File: config.mk
export PLATFORM = sky130hd
export DESIGN_NAME = dwu_top
export DESIGN_NICKNAME = d
export VERILOG_FILES = /design/src/shared/dwu_pkg.sv /design/src/shared/dwu_win_if.sv /design/src/rtl/dwu_top.sv /design/src/rtl/dwu_window_watchdog.sv
export SDC_FILE = /design/constraint.sdc
export NUM_CORES = 1
export LEC_CHECK = 0
export ABC_CLOCK_PERIOD_IN_PS = 6800
export BUFFER_PORTS_ARGS = -buffer_cell sky130_fd_sc_hd__buf_2
export CAP_MARGIN = 30
export CORE_MARGIN = 2
export CORE_UTILIZATION = 50
export DETAILED_ROUTE_END_ITERATION = 8
export PLACE_DENSITY = 0.71
export SYNTH_ARGS = -nofsm -noshare
export SYNTH_HDL_FRONTEND = slang
export SYNTH_HIERARCHICAL = 1
export SYNTH_SLANG_ARGS = --single-unit
File: constraint.sdc
create_clock -name mclk_i -period 6.8 [get_ports mclk_i]
set_input_delay 1.7 -clock mclk_i [delete_from_list [all_inputs] [get_ports mclk_i]]
set_output_delay 1.7 -clock mclk_i [all_outputs]
set_load 0.03 [all_outputs]
File: src/shared/dwu_pkg.sv
// Shared constants of the dual watchdog unit
`default_nettype none
package dwu_pkg;
  // Register byte offsets
  localparam logic [11:0] OFS_IND_KEY    = 12'h000;
  localparam logic [11:0] OFS_IND_PRESC  = 12'h004;
  localparam logic [11:0] OFS_IND_RELOAD = 12'h008;
  localparam logic [11:0] OFS_IND_STATUS = 12'h00C;
  localparam logic [11:0] OFS_WIN_CTRL   = 12'h010;
  localparam logic [11:0] OFS_WIN_CFG    = 12'h014;
  localparam logic [11:0] OFS_WIN_STATUS = 12'h018;
  // Key codes written to the independent key register
  localparam logic [15:0] KEY_START   = 16'hCCCC;
  localparam logic [15:0] KEY_REFRESH = 16'hAAAA;
  // Field positions
  localparam int IND_RUN_BIT = 12;  // Status: running flag
  localparam int WIN_EN_BIT  = 7;   // Control: enable
  localparam int WIN_EWI_BIT = 8;   // Config: warning interrupt enable
  // Values after reset
  localparam logic [11:0] IND_RELOAD_RST = 12'hFFF;
  localparam logic [2:0]  IND_PRESC_RST  = 3'h0;
  localparam logic [6:0]  WIN_CNT_RST    = 7'h7F;
  localparam logic [6:0]  WIN_WINDOW_RST = 7'h7F;
  // Window counter landmarks
  localparam logic [6:0]  WIN_FLOOR      = 7'h40;
  localparam logic [6:0]  WIN_WARN_PRE   = 7'h41;
  // Window tick divider, bus clock cycles per count
  localparam int          WIN_DIV        = 4096;
  localparam logic [11:0] WIN_DIV_LAST   = 12'(WIN_DIV - 1);
  // Independent prescaler: divide by 4 shifted by the setting
  localparam logic [9:0]  IND_DIV_BASE   = 10'h004;
endpackage
`default_nettype wire

File: src/shared/dwu_win_if.sv
// Link between the unit top and its window watchdog core
`default_nettype none
interface dwu_win_if;
  logic       tick;       // One-cycle count enable
  logic       ctrl_wr;    // Software write of the control word
  logic [7:0] ctrl_data;  // Enable and counter value written
  logic [6:0] window;     // Programmed window value
  logic       ewi_en;     // Early warning permitted
  logic       ewi_clr;    // Clear of the warning flag
  logic [6:0] count;      // Present counter
  logic       enabled;    // Watchdog started
  logic       ew_flag;    // Sticky early warning
  logic       rst_req;    // Sticky reset request
  modport ctl  (output tick, ctrl_wr, ctrl_data, window, ewi_en, ewi_clr,
                input  count, enabled, ew_flag, rst_req);
  modport core (input  tick, ctrl_wr, ctrl_data, window, ewi_en, ewi_clr,
                output count, enabled, ew_flag, rst_req);
endinterface
`default_nettype wire

File: src/rtl/dwu_top.sv
// Dual watchdog unit: APB registers, independent watchdog, window glue
`default_nettype none
// Overview of operation
// - Independent: 12-bit down-counter behind 3-bit prescaler
// - Independent runs from own oscillator, all states
// - Independent resets system when counter reaches zero
// - Option strap selects hardware or software start
// - Independent gives reset and low-power wake-up
// - Window: 7-bit counter, bus clock over 4096
// - Window resets when counter drops below 0x40
// - Window resets on reload above window value
// - Window early warning when counter equals 0x40
// - Independent never stopped in standby state
module dwu_top (
  // Clock and reset
  input  wire logic        mclk_i,
  input  wire logic        sys_rst_i,
  // APB slave
  input  wire logic [11:0] paddr_i,
  input  wire logic        psel_i,
  input  wire logic        penable_i,
  input  wire logic        pwrite_i,
  input  wire logic [31:0] pwdata_i,
  output var  logic [31:0] prdata_o,
  output logic             pready_o,
  output logic             pslverr_o,
  // Oscillator, strap and power state
  input  wire logic        lsi_clk_i,
  input  wire logic        hw_start_i,
  input  wire logic        deep_stop_state_i,
  input  wire logic        standby_i,
  // System outputs
  output var  logic        watchdog_reset_o,
  output var  logic        lp_wakeup_o,
  output logic             early_warning_interrupt_o
);
  // Bus decode
  logic        wr_acc;     // Write access phase
  logic        rd_setup;   // Read setup phase
  logic        mapped;     // Address hits a register
  logic [31:0] rd_mux;     // Read data selection

  // Independent watchdog state
  logic [2:0]  ind_presc;    // Prescaler setting
  logic [11:0] ind_reload;   // Start value
  logic [11:0] ind_cnt;      // Down-counter
  logic        ind_running;  // Activated
  logic [8:0]  ind_pcnt;     // Prescaler count
  logic [8:0]  ind_plast;    // Prescaler terminal
  logic        ind_tick;     // Prescaled step
  logic        key_start;
  logic        key_refresh;
  logic        low_power;

  // Oscillator synchroniser and filter
  logic        lsi_s1;
  logic        lsi_s2;
  logic        lsi_s3;
  logic        lsi_filt;
  logic        lsi_rise;

  // Strap capture
  logic        strap_done;
  logic        hw_start_q;

  // Window watchdog glue
  logic [11:0] win_div;   // Bus clock divider
  logic        win_tick;
  logic [6:0]  win_window;
  logic        win_ewi_en;
  dwu_win_if   win ();

  // Either low-power input gates the bus clock side
  assign low_power = deep_stop_state_i || standby_i;

  // APB handshake: zero wait states, error on unmapped
  assign pready_o  = 1'b1;
  assign wr_acc    = psel_i && penable_i && pwrite_i;
  assign rd_setup  = psel_i && !penable_i && !pwrite_i;
  assign pslverr_o = psel_i && penable_i && !mapped;

  always_comb begin
    mapped = 1'b1;
    rd_mux = 32'h0000_0000;
    case (paddr_i)
      dwu_pkg::OFS_IND_KEY:    rd_mux = 32'h0000_0000;  // Write-only
      dwu_pkg::OFS_IND_PRESC:  rd_mux = {29'h0000_0000, ind_presc};
      dwu_pkg::OFS_IND_RELOAD: rd_mux = {20'h0_0000, ind_reload};
      dwu_pkg::OFS_IND_STATUS: rd_mux = {19'h0_0000, ind_running, ind_cnt};
      dwu_pkg::OFS_WIN_CTRL:   rd_mux = {24'h00_0000, win.enabled, win.count};
      dwu_pkg::OFS_WIN_CFG:    rd_mux = {23'h00_0000, win_ewi_en, 1'b0, win_window};
      dwu_pkg::OFS_WIN_STATUS: rd_mux = {30'h0000_0000, win.rst_req, win.ew_flag};
      default:                 mapped = 1'b0;
    endcase
  end

  // Read data captured in setup, stable through access
  always_ff @(posedge mclk_i) begin
    if (sys_rst_i) begin
      prdata_o <= 32'h0000_0000;
    end else if (rd_setup) begin
      prdata_o <= rd_mux;
    end
  end

  // Key decode: only the exact codes in bits 15:0 act, bits 31:16 are not checked
  assign key_start   = wr_acc && paddr_i == dwu_pkg::OFS_IND_KEY &&
                       pwdata_i[15:0] == dwu_pkg::KEY_START;
  assign key_refresh = wr_acc && paddr_i == dwu_pkg::OFS_IND_KEY &&
                       pwdata_i[15:0] == dwu_pkg::KEY_REFRESH;

  // Independent configuration registers
  always_ff @(posedge mclk_i) begin
    if (sys_rst_i) begin
      ind_presc  <= dwu_pkg::IND_PRESC_RST;
      ind_reload <= dwu_pkg::IND_RELOAD_RST;
    end else if (wr_acc) begin
      if (paddr_i == dwu_pkg::OFS_IND_PRESC) begin
        ind_presc <= pwdata_i[2:0];
      end
      if (paddr_i == dwu_pkg::OFS_IND_RELOAD) begin
        ind_reload <= pwdata_i[11:0];
      end
    end
  end

  // Oscillator pin: three stages, change counts when stages 2 and 3 agree
  always_ff @(posedge mclk_i) begin
    if (sys_rst_i) begin
      lsi_s1 <= 1'b0;
      lsi_s2 <= 1'b0;
      lsi_s3 <= 1'b0;
    end else begin
      lsi_s1 <= lsi_clk_i;
      lsi_s2 <= lsi_s1;
      lsi_s3 <= lsi_s2;
    end
  end

  // Filtered oscillator level
  always_ff @(posedge mclk_i) begin
    if (sys_rst_i) begin
      lsi_filt <= 1'b1;  // Starts high: no false rise after reset
    end else if (lsi_s2 == lsi_s3) begin
      lsi_filt <= lsi_s3;
    end
  end

  // One rising step per settled oscillator period
  assign lsi_rise = (lsi_s2 == lsi_s3) && lsi_s3 && !lsi_filt;

  // Prescaler: divide by 4 << setting; ignores power state on purpose
  assign ind_plast = 9'((dwu_pkg::IND_DIV_BASE << ind_presc) - 10'h001);
  assign ind_tick  = lsi_rise && ind_pcnt == ind_plast;

  always_ff @(posedge mclk_i) begin
    if (sys_rst_i) begin
      ind_pcnt <= 9'h000;
    end else if (key_start || key_refresh) begin
      ind_pcnt <= 9'h000;  // Fresh period after reload
    end else if (lsi_rise) begin
      ind_pcnt <= (ind_pcnt >= ind_plast) ? 9'h000 : ind_pcnt + 9'h001;
    end
  end

  // Strap caught on the first cycle after reset release
  always_ff @(posedge mclk_i) begin
    if (sys_rst_i) begin
      strap_done <= 1'b0;
      hw_start_q <= 1'b0;
    end else if (!strap_done) begin
      strap_done <= 1'b1;
      hw_start_q <= hw_start_i;
    end
  end

  // Activation: strap or start key; only reset stops it
  always_ff @(posedge mclk_i) begin
    if (sys_rst_i) begin
      ind_running <= 1'b0;
    end else if ((!strap_done && hw_start_i) || key_start) begin
      ind_running <= 1'b1;
    end
  end

  // Independent counter: reload on start or refresh, else step down
  always_ff @(posedge mclk_i) begin
    if (sys_rst_i) begin
      ind_cnt <= dwu_pkg::IND_RELOAD_RST;
    end else if (key_refresh || key_start || (!strap_done && hw_start_i)) begin
      ind_cnt <= ind_reload;
    end else if (ind_running && ind_tick && ind_cnt != 12'h000) begin
      ind_cnt <= ind_cnt - 12'h001;
    end
  end

  // System reset: held until the chip reset clears the unit
  always_ff @(posedge mclk_i) begin
    if (sys_rst_i) begin
      watchdog_reset_o <= 1'b0;
    end else if ((ind_running && ind_cnt == 12'h000) || win.rst_req) begin
      watchdog_reset_o <= 1'b1;
    end
  end

  // Wake-up pulse when the independent side fires in low power
  always_ff @(posedge mclk_i) begin
    if (sys_rst_i) begin
      lp_wakeup_o <= 1'b0;
    end else begin
      lp_wakeup_o <= low_power && ind_running && ind_cnt == 12'h000 &&
                     !watchdog_reset_o;
    end
  end

  // Window divider; bus clock is gated off in the low-power states
  always_ff @(posedge mclk_i) begin
    if (sys_rst_i) begin
      win_div <= 12'h000;
    end else if (!low_power) begin
      win_div <= (win_div == dwu_pkg::WIN_DIV_LAST) ? 12'h000 : win_div + 12'h001;
    end
  end

  // Count enable for the window core, one cycle long
  assign win_tick = !low_power && win_div == dwu_pkg::WIN_DIV_LAST;

  // Window configuration register
  always_ff @(posedge mclk_i) begin
    if (sys_rst_i) begin
      win_window <= dwu_pkg::WIN_WINDOW_RST;
      win_ewi_en <= 1'b0;
    end else if (wr_acc && paddr_i == dwu_pkg::OFS_WIN_CFG) begin
      win_window <= pwdata_i[6:0];
      win_ewi_en <= pwdata_i[dwu_pkg::WIN_EWI_BIT];
    end
  end

  // Window core hookup
  assign win.tick      = win_tick;
  assign win.ctrl_wr   = wr_acc && paddr_i == dwu_pkg::OFS_WIN_CTRL;
  assign win.ctrl_data = pwdata_i[7:0];
  assign win.window    = win_window;
  assign win.ewi_en    = win_ewi_en;
  assign win.ewi_clr   = wr_acc && paddr_i == dwu_pkg::OFS_WIN_STATUS && pwdata_i[0];

  // Warning line follows the flag only while permitted
  assign early_warning_interrupt_o = win.ew_flag && win_ewi_en;

  dwu_window_watchdog u_win (
    .mclk_i    (mclk_i),
    .sys_rst_i (sys_rst_i),
    .w         (win)
  );
endmodule
`default_nettype wire

File: src/rtl/dwu_window_watchdog.sv
// Window watchdog core: 7-bit counter, window check, early warning
`default_nettype none
module dwu_window_watchdog (
  // Clock and reset
  input  wire logic mclk_i,
  input  wire logic sys_rst_i,
  // Control link
  dwu_win_if.core   w
);
  logic [6:0] count;    // Down-counter
  logic       enabled;  // Once set, only reset clears it
  logic       ew_flag;  // Warning flag
  logic       rst_req;  // Reset request
  logic       early_ref;
  logic       accept;

  assign w.count   = count;
  assign w.enabled = enabled;
  assign w.ew_flag = ew_flag;
  assign w.rst_req = rst_req;

  // Reload while still above the window is a fault
  assign early_ref = w.ctrl_wr && enabled && (count > w.window);
  assign accept    = w.ctrl_wr && !early_ref;

  // Counter: reload wins over the tick, otherwise free-running
  always_ff @(posedge mclk_i) begin
    if (sys_rst_i) begin
      count <= dwu_pkg::WIN_CNT_RST;
    end else if (accept) begin
      count <= w.ctrl_data[6:0];
    end else if (w.tick && !early_ref) begin
      // Early refresh freezes the count while the reset goes out
      count <= count - 7'h01;
    end
  end

  // Enable: software can start but never stop it
  always_ff @(posedge mclk_i) begin
    if (sys_rst_i) begin
      enabled <= 1'b0;
    end else if (accept && w.ctrl_data[dwu_pkg::WIN_EN_BIT]) begin
      enabled <= 1'b1;
    end
  end

  // Reset request: top bit clear or early refresh
  always_ff @(posedge mclk_i) begin
    if (sys_rst_i) begin
      rst_req <= 1'b0;
    end else if (enabled && (!count[6] || early_ref)) begin
      rst_req <= 1'b1;
    end
  end

  // Warning flag: set on the step to 0x40, set beats clear
  always_ff @(posedge mclk_i) begin
    if (sys_rst_i) begin
      ew_flag <= 1'b0;
    end else if (w.tick && !w.ctrl_wr && enabled && w.ewi_en &&
                 count == dwu_pkg::WIN_WARN_PRE) begin
      ew_flag <= 1'b1;
    end else if (w.ewi_clr) begin
      ew_flag <= 1'b0;
    end
  end
endmodule
`default_nettype wire

# After elaboration in Yosys (flattened, before gate mapping)

Cells that the tools add are included.

Bits in registers: 106

Add/subtract/negate cells: 5
Magnitude comparators: 2
Eq/ne operators: 12
Shift-type cells: 1
Muxes and demuxes: 11
Reduce and logical (&&, ||, !) cells: 60

Operators by type and width:

| cell                  | count |
|---|---|
| $pmux 13 s6           | 1 |
| $eq 12x5->1 const B   | 3 |
| $mux 12               | 3 |
| $logic_and 1x1->1     | 34 |
| $eq 16x16->1 const B  | 2 |
| $eq 12x4->1 const B   | 2 |
| $logic_not 12->1      | 2 |
| $mux 7                | 2 |
| $add 12x1->12 const B | 1 |
| $eq 12x12->1 const B  | 1 |
| $eq 12x3->1 const B   | 1 |
| $reduce_bool 12->1    | 1 |
| $sub 12x1->12 const B | 1 |
| $logic_not 1->1       | 10 |
| $add 9x1->9 const B   | 1 |
| $eq 9x9->1            | 1 |
| $ge 9x9->1            | 1 |
| $mux 9                | 1 |
| $shl 3x3->9 const A   | 1 |
| $sub 9x1->9 const B   | 1 |
| $eq 7x7->1 const B    | 1 |
| $gt 7x7->1            | 1 |
| $reduce_or 7->1       | 1 |
| $sub 7x1->7 const B   | 1 |
| other kinds (6)       | 17 |

# Longest topological paths before layout

Gate-level depths: netlist of the first run.

Depth in word-level cells: 9
Depth in mapped cells: 15

# Modules after synthesis

The synthesis of the first run kept the hierarchy.

Modules (own cells, without submodules):

| module              | times used | cells each | area each (µm²) |
|---|---|---|---|
| dwu_top             | 1          | 492        | 4197.8 |
| dwu_window_watchdog | 1          | 93         | 757.0 |

# Worst setup path after synthesis of the first run

No wires, ideal clock.

Path type: input to output
From: input port paddr_i[3]
To: output port pslverr_o
Arrival: 2.972 ns
Setup slack: 2.128 ns
Stages: 5
Cell sequence: buf_2 > or3_1 > nand2_1 > o311ai_0 > a21oi_1

Word-level cells in the longest chain between the ends: 5
Elaborated cells on any way between the ends: 11
Those cells by class: eq/ne: 6; mux: 1; reduce/logical: 4

RTL lines:

| what                                      | RTL line      | source |
|---|---|---|
| start, declared                           | dwu_top.sv:19 | `input wire logic [11:0] paddr_i,` |
| $eq 12x3->1, or another cell as far along | dwu_top.sv:85 | `case (paddr_i)` |
| $reduce_or 7->1 (no line) (*)             | -             |  |
| $mux 1 (*)                                | dwu_top.sv:85 |  |
| $logic_not 1->1 (*)                       | dwu_top.sv:80 | `assign pslverr_o = psel_i && penable_i && !mapped;` |
| $logic_and 1x1->1 (*)                     | dwu_top.sv:80 |  |
| end, declared                             | dwu_top.sv:26 | `output logic pslverr_o,` |

Mark *: on every way between the ends. The rest lies on a longest branch, timed or not.

# Worst setup path in the final report of the first run

From: input port paddr_i[9]
To: output port pslverr_o

The elaborated chain is that of the path after synthesis.

==> metrics, run 1 <==
startpoint types=input pin; DR iter-0 viols=276; initial antenna violation count=0; CP max FO=7; H-tree Lvls=3; # DRC=0; post-synthesis sequential area ratio=35.2%; GP Congestion=0.875; post-synthesis xor/xnor area fraction=5.30%; Post-Synth Simple-Gate Area=27.4%; Post-CTS Setup Bufs=0; Resize count post-CTS=0; DP HPWL=9310 microns; Post-synth EDFFs=0; Syn Area/Cell=8.47 sq um; clock-pin slew on the worst setup and hold paths=0.09 ns; CTS buffer count=9; Clock Latency Late Sink=0.37 ns; Slew Limit Fails=0; PortBufs=53; CTS Hold Buffers Added=0; post-synthesis async set-or-reset flop share=0%; vias in the first global route=4200; most common cell after layout, fill and taps aside=dfxtp_1; Tmin final=4.92 ns; Pwr Density=182 mW/mm^2; critical path arrival=3.22 ns; flops & latches, synth=87; Hold Vio Cnt, Final=0; Max Cap Viol=0; R2R depth=11; Num Clock Sinks=87; wirelength, routed=12500 microns; Post-Synthesis Cells=585; initial core utilization=51.2%; fin crit share=72.3%; Die X=104 microns; Layout area overhead=9.52%; maximum VDD drop=0.126 mV; flop-to-flop setup slack=3.87 ns; clk_skew=0.0132 ns; Multi-input gate area=0.00295 sq mm; Sum Neg Setup Slack=0 ns; layout cells sized above 1=14.9%; fin util=56.0%; area taken by flip-flops and latches=0.00174 sq mm; adder-cell share of the synthesized area=5.30%; CTS tree=yes; Hold WC Path Type=reg -> reg; die footprint=0.0107 sq mm; highest-count cells in the layout ignoring fill and taps=dfxtp_1 (87), nand2_1 (68), nor2_1 (54), buf_2 (54); global-route wire length before repair=20900 microns; status=finished, final reports clean; YS warnings=6; largest net degree at the start of global routing=36; Main synth FF type=dfxtp_1; compound-gate portion of the synthesized area=13.9%; Syn Std Cell Area=0.00495 sq mm; pin slew with the least headroom to its limit=0.789 ns; setup violators final=0; Critical Path RT=5.10 ns; Final nets=701; worst relative slew slack=46.7%; Clock Tree Buf Depth=2; critical path class=in -> out; # IOs=90; post-synthesis mux area share=6.14%; Worst Setup End Kind=output pin; Vias/cell=5.76; fillers=890; total gr overflow=0; leakage power=0.00221 uW; Rows=36; area of the core=0.00968 sq mm; GR Util All Layers=23.8%; Initial DRT Pass Iterations=7; Fmax=203 MHz; RSZ-0062 raised after global routing=false; Vias=4405; WL/cell=16.3 microns; Cells on Worst Hold Path=2; combinational family with the most area after synthesis=simple AND/OR/NAND/NOR gates; clock root buffer=clkbuf_8; ant diodes=0; Netlist cell types=66; Routed Antenna Nets=0; Die H=104 microns
[power by group]
| group | internal (uW) | switching, uW |
|---|---|---|
| Sequential | 513 | 2.90 |
| Combinational | 22.4 | 55.6 |
| Clock | 178 | 215 |
[through the flow]
step                      instances  instance area [sq um]  hold WS (ns)  worst slack (ns)  power [uW]
final                           765                   5430         0.456              1.88         987
after detailed placement        749                   5220         0.441              1.88         605
after global placement          747                   5200         0.432              1.90         602
after floorplan                 603                   5020         0.414              2.13         586
after global routing            765                   5430         0.473              1.79        1020
after CTS                       765                   5430         0.464              1.88         990
[metal layers]
layer  GRT usage [%]  routed length [microns]  share of wire (%)
met1            31.2                     5530                 44
met3            3.15                      642                5.1
met2            41.0                     6120                 49
met5               0                        0                  0
met4            7.53                      199                1.6
[registers in the layout, indices dropped and copies added (netlist names), 3 cells and up]
name / count
ind_presc: 3
ind_reload: 12
prdata_o: 13
ind_cnt: 12
u_win/w.count: 7
win_div: 12
win.window: 7
ind_pcnt: 9
[critical path, stage by stage]
cell and delay [ns]:
buf_2 0.10, or4_1 0.71, nor3_2 0.37, a21oi_1 0.12
buf_2 0.21
[final cells by class]
class | count | area share [%]
multi-input combinational | 455 | 54.4
sequential | 87 | 32.1
timing repair buffer | 57 | 5.40
tap | 133 | 3.07
clock buffer | 9 | 2.28
clock inverter | 7 | 1.57
inverter | 17 | 1.18
[final timing paths]
| kind | startpoint | to |
|---|---|---|
| max | paddr_i[9] | pslverr_o |
| min | prdata_o[10] | prdata_o[10] |
| max reg2reg | ind_presc[0] | ind_pcnt[8] |
| min reg2reg | prdata_o[10] | prdata_o[10] |
[cells in the mapped netlist, drive strengths merged (3+ instances only)]
library cell | number | area, sq um
o22ai | 5 | 37.5
nand2b | 3 | 18.8
o21ai | 18 | 90.1
nor3 | 18 | 116
mux2 | 3 | 33.8
nor4 | 10 | 92.6
or4bb | 6 | 67.6
or4 | 4 | 37.5
xor2 | 23 | 201
clkbuf | 16 | 60.1
and2 | 5 | 31.3
and3 | 7 | 43.8
xnor2 | 7 | 61.3
a2bb2oi | 9 | 78.8
a22oi | 10 | 75.1
nand2 | 69 | 262
buf | 28 | 204
a21oi | 21 | 105
nand4 | 23 | 144
dfxtp | 87 | 1740
or3 | 5 | 31.3
or2 | 4 | 25.0
ha | 21 | 263
a32oi | 4 | 35.0
or3b | 3 | 26.3
a21o | 3 | 22.5
nand3 | 27 | 135
mux2i | 27 | 270
o211ai | 7 | 57.6
nor2 | 54 | 203
inv | 17 | 63.8
nor2b | 6 | 37.5
[logic make-up (layout without fill, tap and decap cells)]
kind of cell | after synthesis | after routing
buffers and inverters | 61 | 90
multiplexers | 30 | 30
adder cells (fa/ha/maj) | 21 | 21
AND/OR/NAND/NOR | 255 | 255
XOR/XNOR | 30 | 30
AO/OA/AOI/OAI | 99 | 99
other | 2 | 20
flip-flops | 87 | 87
Note: power is estimated with default switching activity, not from simulation.
==> run 2: changes to the inputs <==
--- a/config.mk
+++ b/config.mk
@@ -5,13 +5,13 @@
 export SDC_FILE = /design/constraint.sdc
 export NUM_CORES = 1
 export LEC_CHECK = 0
-export ABC_CLOCK_PERIOD_IN_PS = 6800
+export ABC_CLOCK_PERIOD_IN_PS = 4500
 export BUFFER_PORTS_ARGS = -buffer_cell sky130_fd_sc_hd__buf_2
 export CAP_MARGIN = 30
 export CORE_MARGIN = 2
 export CORE_UTILIZATION = 50
 export DETAILED_ROUTE_END_ITERATION = 8
-export PLACE_DENSITY = 0.71
+export PLACE_DENSITY = 0.74
 export SYNTH_ARGS = -nofsm -noshare
 export SYNTH_HDL_FRONTEND = slang
 export SYNTH_HIERARCHICAL = 1
==> constraint.sdc (replaced) <==
create_clock -name mclk_i -period 4.5 [get_ports mclk_i]
set_input_delay 1.125 -clock mclk_i [delete_from_list [all_inputs] [get_ports mclk_i]]
set_output_delay 1.125 -clock mclk_i [all_outputs]
set_load 0.03 [all_outputs]
==> run 2 against run 1 <==
First-iteration DRC count up 56%; hold slack worse by 0.0057 ns; combinational power up 54%; core utilization up 0.065 points; non-clock buffer count up 2; cell count up 0.26%; via count up 1.3%; sequential power up 51%; sequential cell count unchanged; critical path depth unchanged; clock skew about the same; highest routed layer unchanged.
==> metrics, run 2 (synthesis gave the netlist of run 1 again) <==
CTS Hold Buffers Added=0 (unchanged); P_int=1030 uW (+44%); global-route wire length before repair=20700 microns (-0.93%); sequential power share=53.9% (+1.6 points); DP HPWL=9350 microns (+0.34%); Resize count post-CTS=0 (unchanged); Vias/cell=5.82 (+1.1%); RSZ-0062 raised after global routing=false; Layout area overhead=9.65%; Cells on Worst Hold Path=1 (-1); Clock Latency Late Sink=0.37 ns (about the same); WP buf/inv=2 (unchanged); Die H=104 microns (unchanged); Hold Crit Start=watchdog_reset_o; flop-to-flop setup slack=1.53 ns (-2.34 ns); initial antenna violation count=0 (unchanged); critical path class=in -> out; Hold Vio Cnt, Final=0 (unchanged); CTS buffer count=9 (unchanged); most common cell after layout, fill and taps aside=dfxtp_1; Clock Tree Buf Depth=2 (unchanged); Multi-input gate area=0.00295 sq mm (unchanged); WL/cell=16.3 microns (about the same); Worst path most repeated cell=buf_2; R2R Path End=ind_pcnt[8]; critical path arrival=2.62 ns (-0.60 ns); clock-pin slew on the worst setup and hold paths=0.10 ns (about the same); GP Congestion=0.902 (+3.2%); Hold Crit Endpoint=lp_wakeup_o; reg2reg start=ind_presc[0]; fin crit share=83.2%; Max Cap Viol=0 (unchanged); Worst Setup End Kind=output pin; status=finished, final reports clean; Hold WC Path Type=reg -> reg; worst-path cell with the longest stage delay=or4_1; layout cells sized above 1=15.1% (+0.27 points); Fmax=267 MHz; PortBufs=53 (unchanged); Sum Neg Setup Slack=0 ns (unchanged); # DRC=0 (unchanged); setup violators final=0 (unchanged); pin slew with the least headroom to its limit=0.795 ns (+0.00587 ns); die footprint=0.0107 sq mm (unchanged); Tmin final=3.74 ns; Routed Antenna Nets=0 (unchanged); total gr overflow=0 (unchanged); Rows=36 (unchanged); highest-count cells in the layout ignoring fill and taps=dfxtp_1 (87), nand2_1 (68), nor2_1 (54); Pwr Density=266 mW/mm^2 (+46%); Placed Area=0.00524 sq mm (+0.34%); Num Clock Sinks=87 (unchanged); Vias=4464 (+1.3%); CP max stage delay=0.72 ns (about the same); crit path cell chain=buf_2 > or4_1 > o311ai_0 > a21oi_1 > buf_2; startpoint types=input pin; worst relative slew slack=46.5% (-0.14 points); delay-heaviest family, CP=simple AND/OR/NAND/NOR gates; P_sw=419 uW (+53%); Post-CTS Setup Bufs=0 (unchanged); maximum VDD drop=0.163 mV (+30%); Die X=104 microns (unchanged); Critical Path RT=3.38 ns (-1.72 ns); Final nets=703 (+0.29%); DR iter-0 viols=430 (+56%); area taken by flip-flops and latches=0.00174 sq mm (unchanged); clk_skew=0.0132 ns (+0.0000139 ns); Top reg by flops=prdata_o; R2R depth=11 (unchanged); largest net degree at the start of global routing=35 (-2.8%); # IOs=90 (unchanged); area of the core=0.00968 sq mm (unchanged); Switching Fraction=28.9% (+1.2 points); GR Util All Layers=23.6% (-0.20 points); fillers=914 (+2.7%); initial core utilization=51.2% (unchanged); vias in the first global route=4320 (+2.9%); Slew Limit Fails=0 (unchanged); Clock Power Share=37.8% (-2.0 points); post-route cell area=0.00543 sq mm (+0.12%); number of flip-flops in the largest register=13 (unchanged); clock root buffer=clkbuf_8; H-tree Lvls=3 (unchanged); CP max FO=7 (unchanged); CTS tree=yes; wirelength, routed=12500 microns (+0.18%); ant diodes=0 (unchanged); Initial DRT Pass Iterations=7 (unchanged); leakage power=0.00222 uW (+0.17%); part of the power in combinational logic=8.3% (+0.4 points)
[run 2: worst register-to-register path: cells and delay by family (launching register included)]
family / cells / cell delay, ns
flip-flops: 1 / 0.39
AO/OA/AOI/OAI: 4 / 0.86
adder cells (fa/ha/maj): 2 / 0.59
AND/OR/NAND/NOR: 5 / 1.01
[run 2: final cells by class]
class	count	area share [%]
clock inverters	7	1.36
well taps	133	3.06
inverters	17	1.17
multi-input cells	455	54.4
clock buffers	9	2.28
repair buffers	59	5.71
flip-flops and latches	87	32.1
[run 2: stage by stage]
stage | setup WS [ns] | hold WS [ns] | instances | power, uW | util, %
3_5_place_dp | 0.745 | 0.440 | 751 | 915 | 54.1
4_1_cts | 0.745 | 0.455 | 767 | 1450 | 56.1
3_3_place_gp | 0.746 | 0.432 | 751 | 912 | 54.1
5_1_grt | 0.558 | 0.475 | 767 | 1500 | 56.1
6_report | 0.756 | 0.451 | 767 | 1450 | 56.1
2_1_floorplan | 0.978 | 0.414 | 603 | 885 | -
[run 2: how the worst max path moves through the flow]
stage / startpoint / to / slack [ns] / cells past startpoint
6_report: paddr_i[9] / pslverr_o / 0.76 / 5
4_1_cts: paddr_i[9] / pslverr_o / 0.74 / 5
2_1_floorplan: paddr_i[3] / pslverr_o / 0.98 / 5
5_1_grt: paddr_i[5] / pslverr_o / 0.56 / 6
3_3_place_gp: paddr_i[9] / pslverr_o / 0.75 / 5
3_5_place_dp: paddr_i[9] / pslverr_o / 0.75 / 5
[run 2: power by group through the flow]
stage / logic [uW] / registers [uW] / clock network (uW)
after global placement: 115 / 797 / 0
after CTS: 118 / 780 / 556
after global routing: 128 / 781 / 594
after detailed placement: 118 / 797 / 0
after floorplan: 87.2 / 798 / 0
final: 120 / 780 / 546
[run 2: metal layers]
metal	vias to the layer above	wire length [microns]	track usage [%]
li1	2160	-	-
met1	2123	5450	29.5
met2	153	6080	41.1
met3	28	719	4.09
met4	0	268	8.49
met5	-	0	0
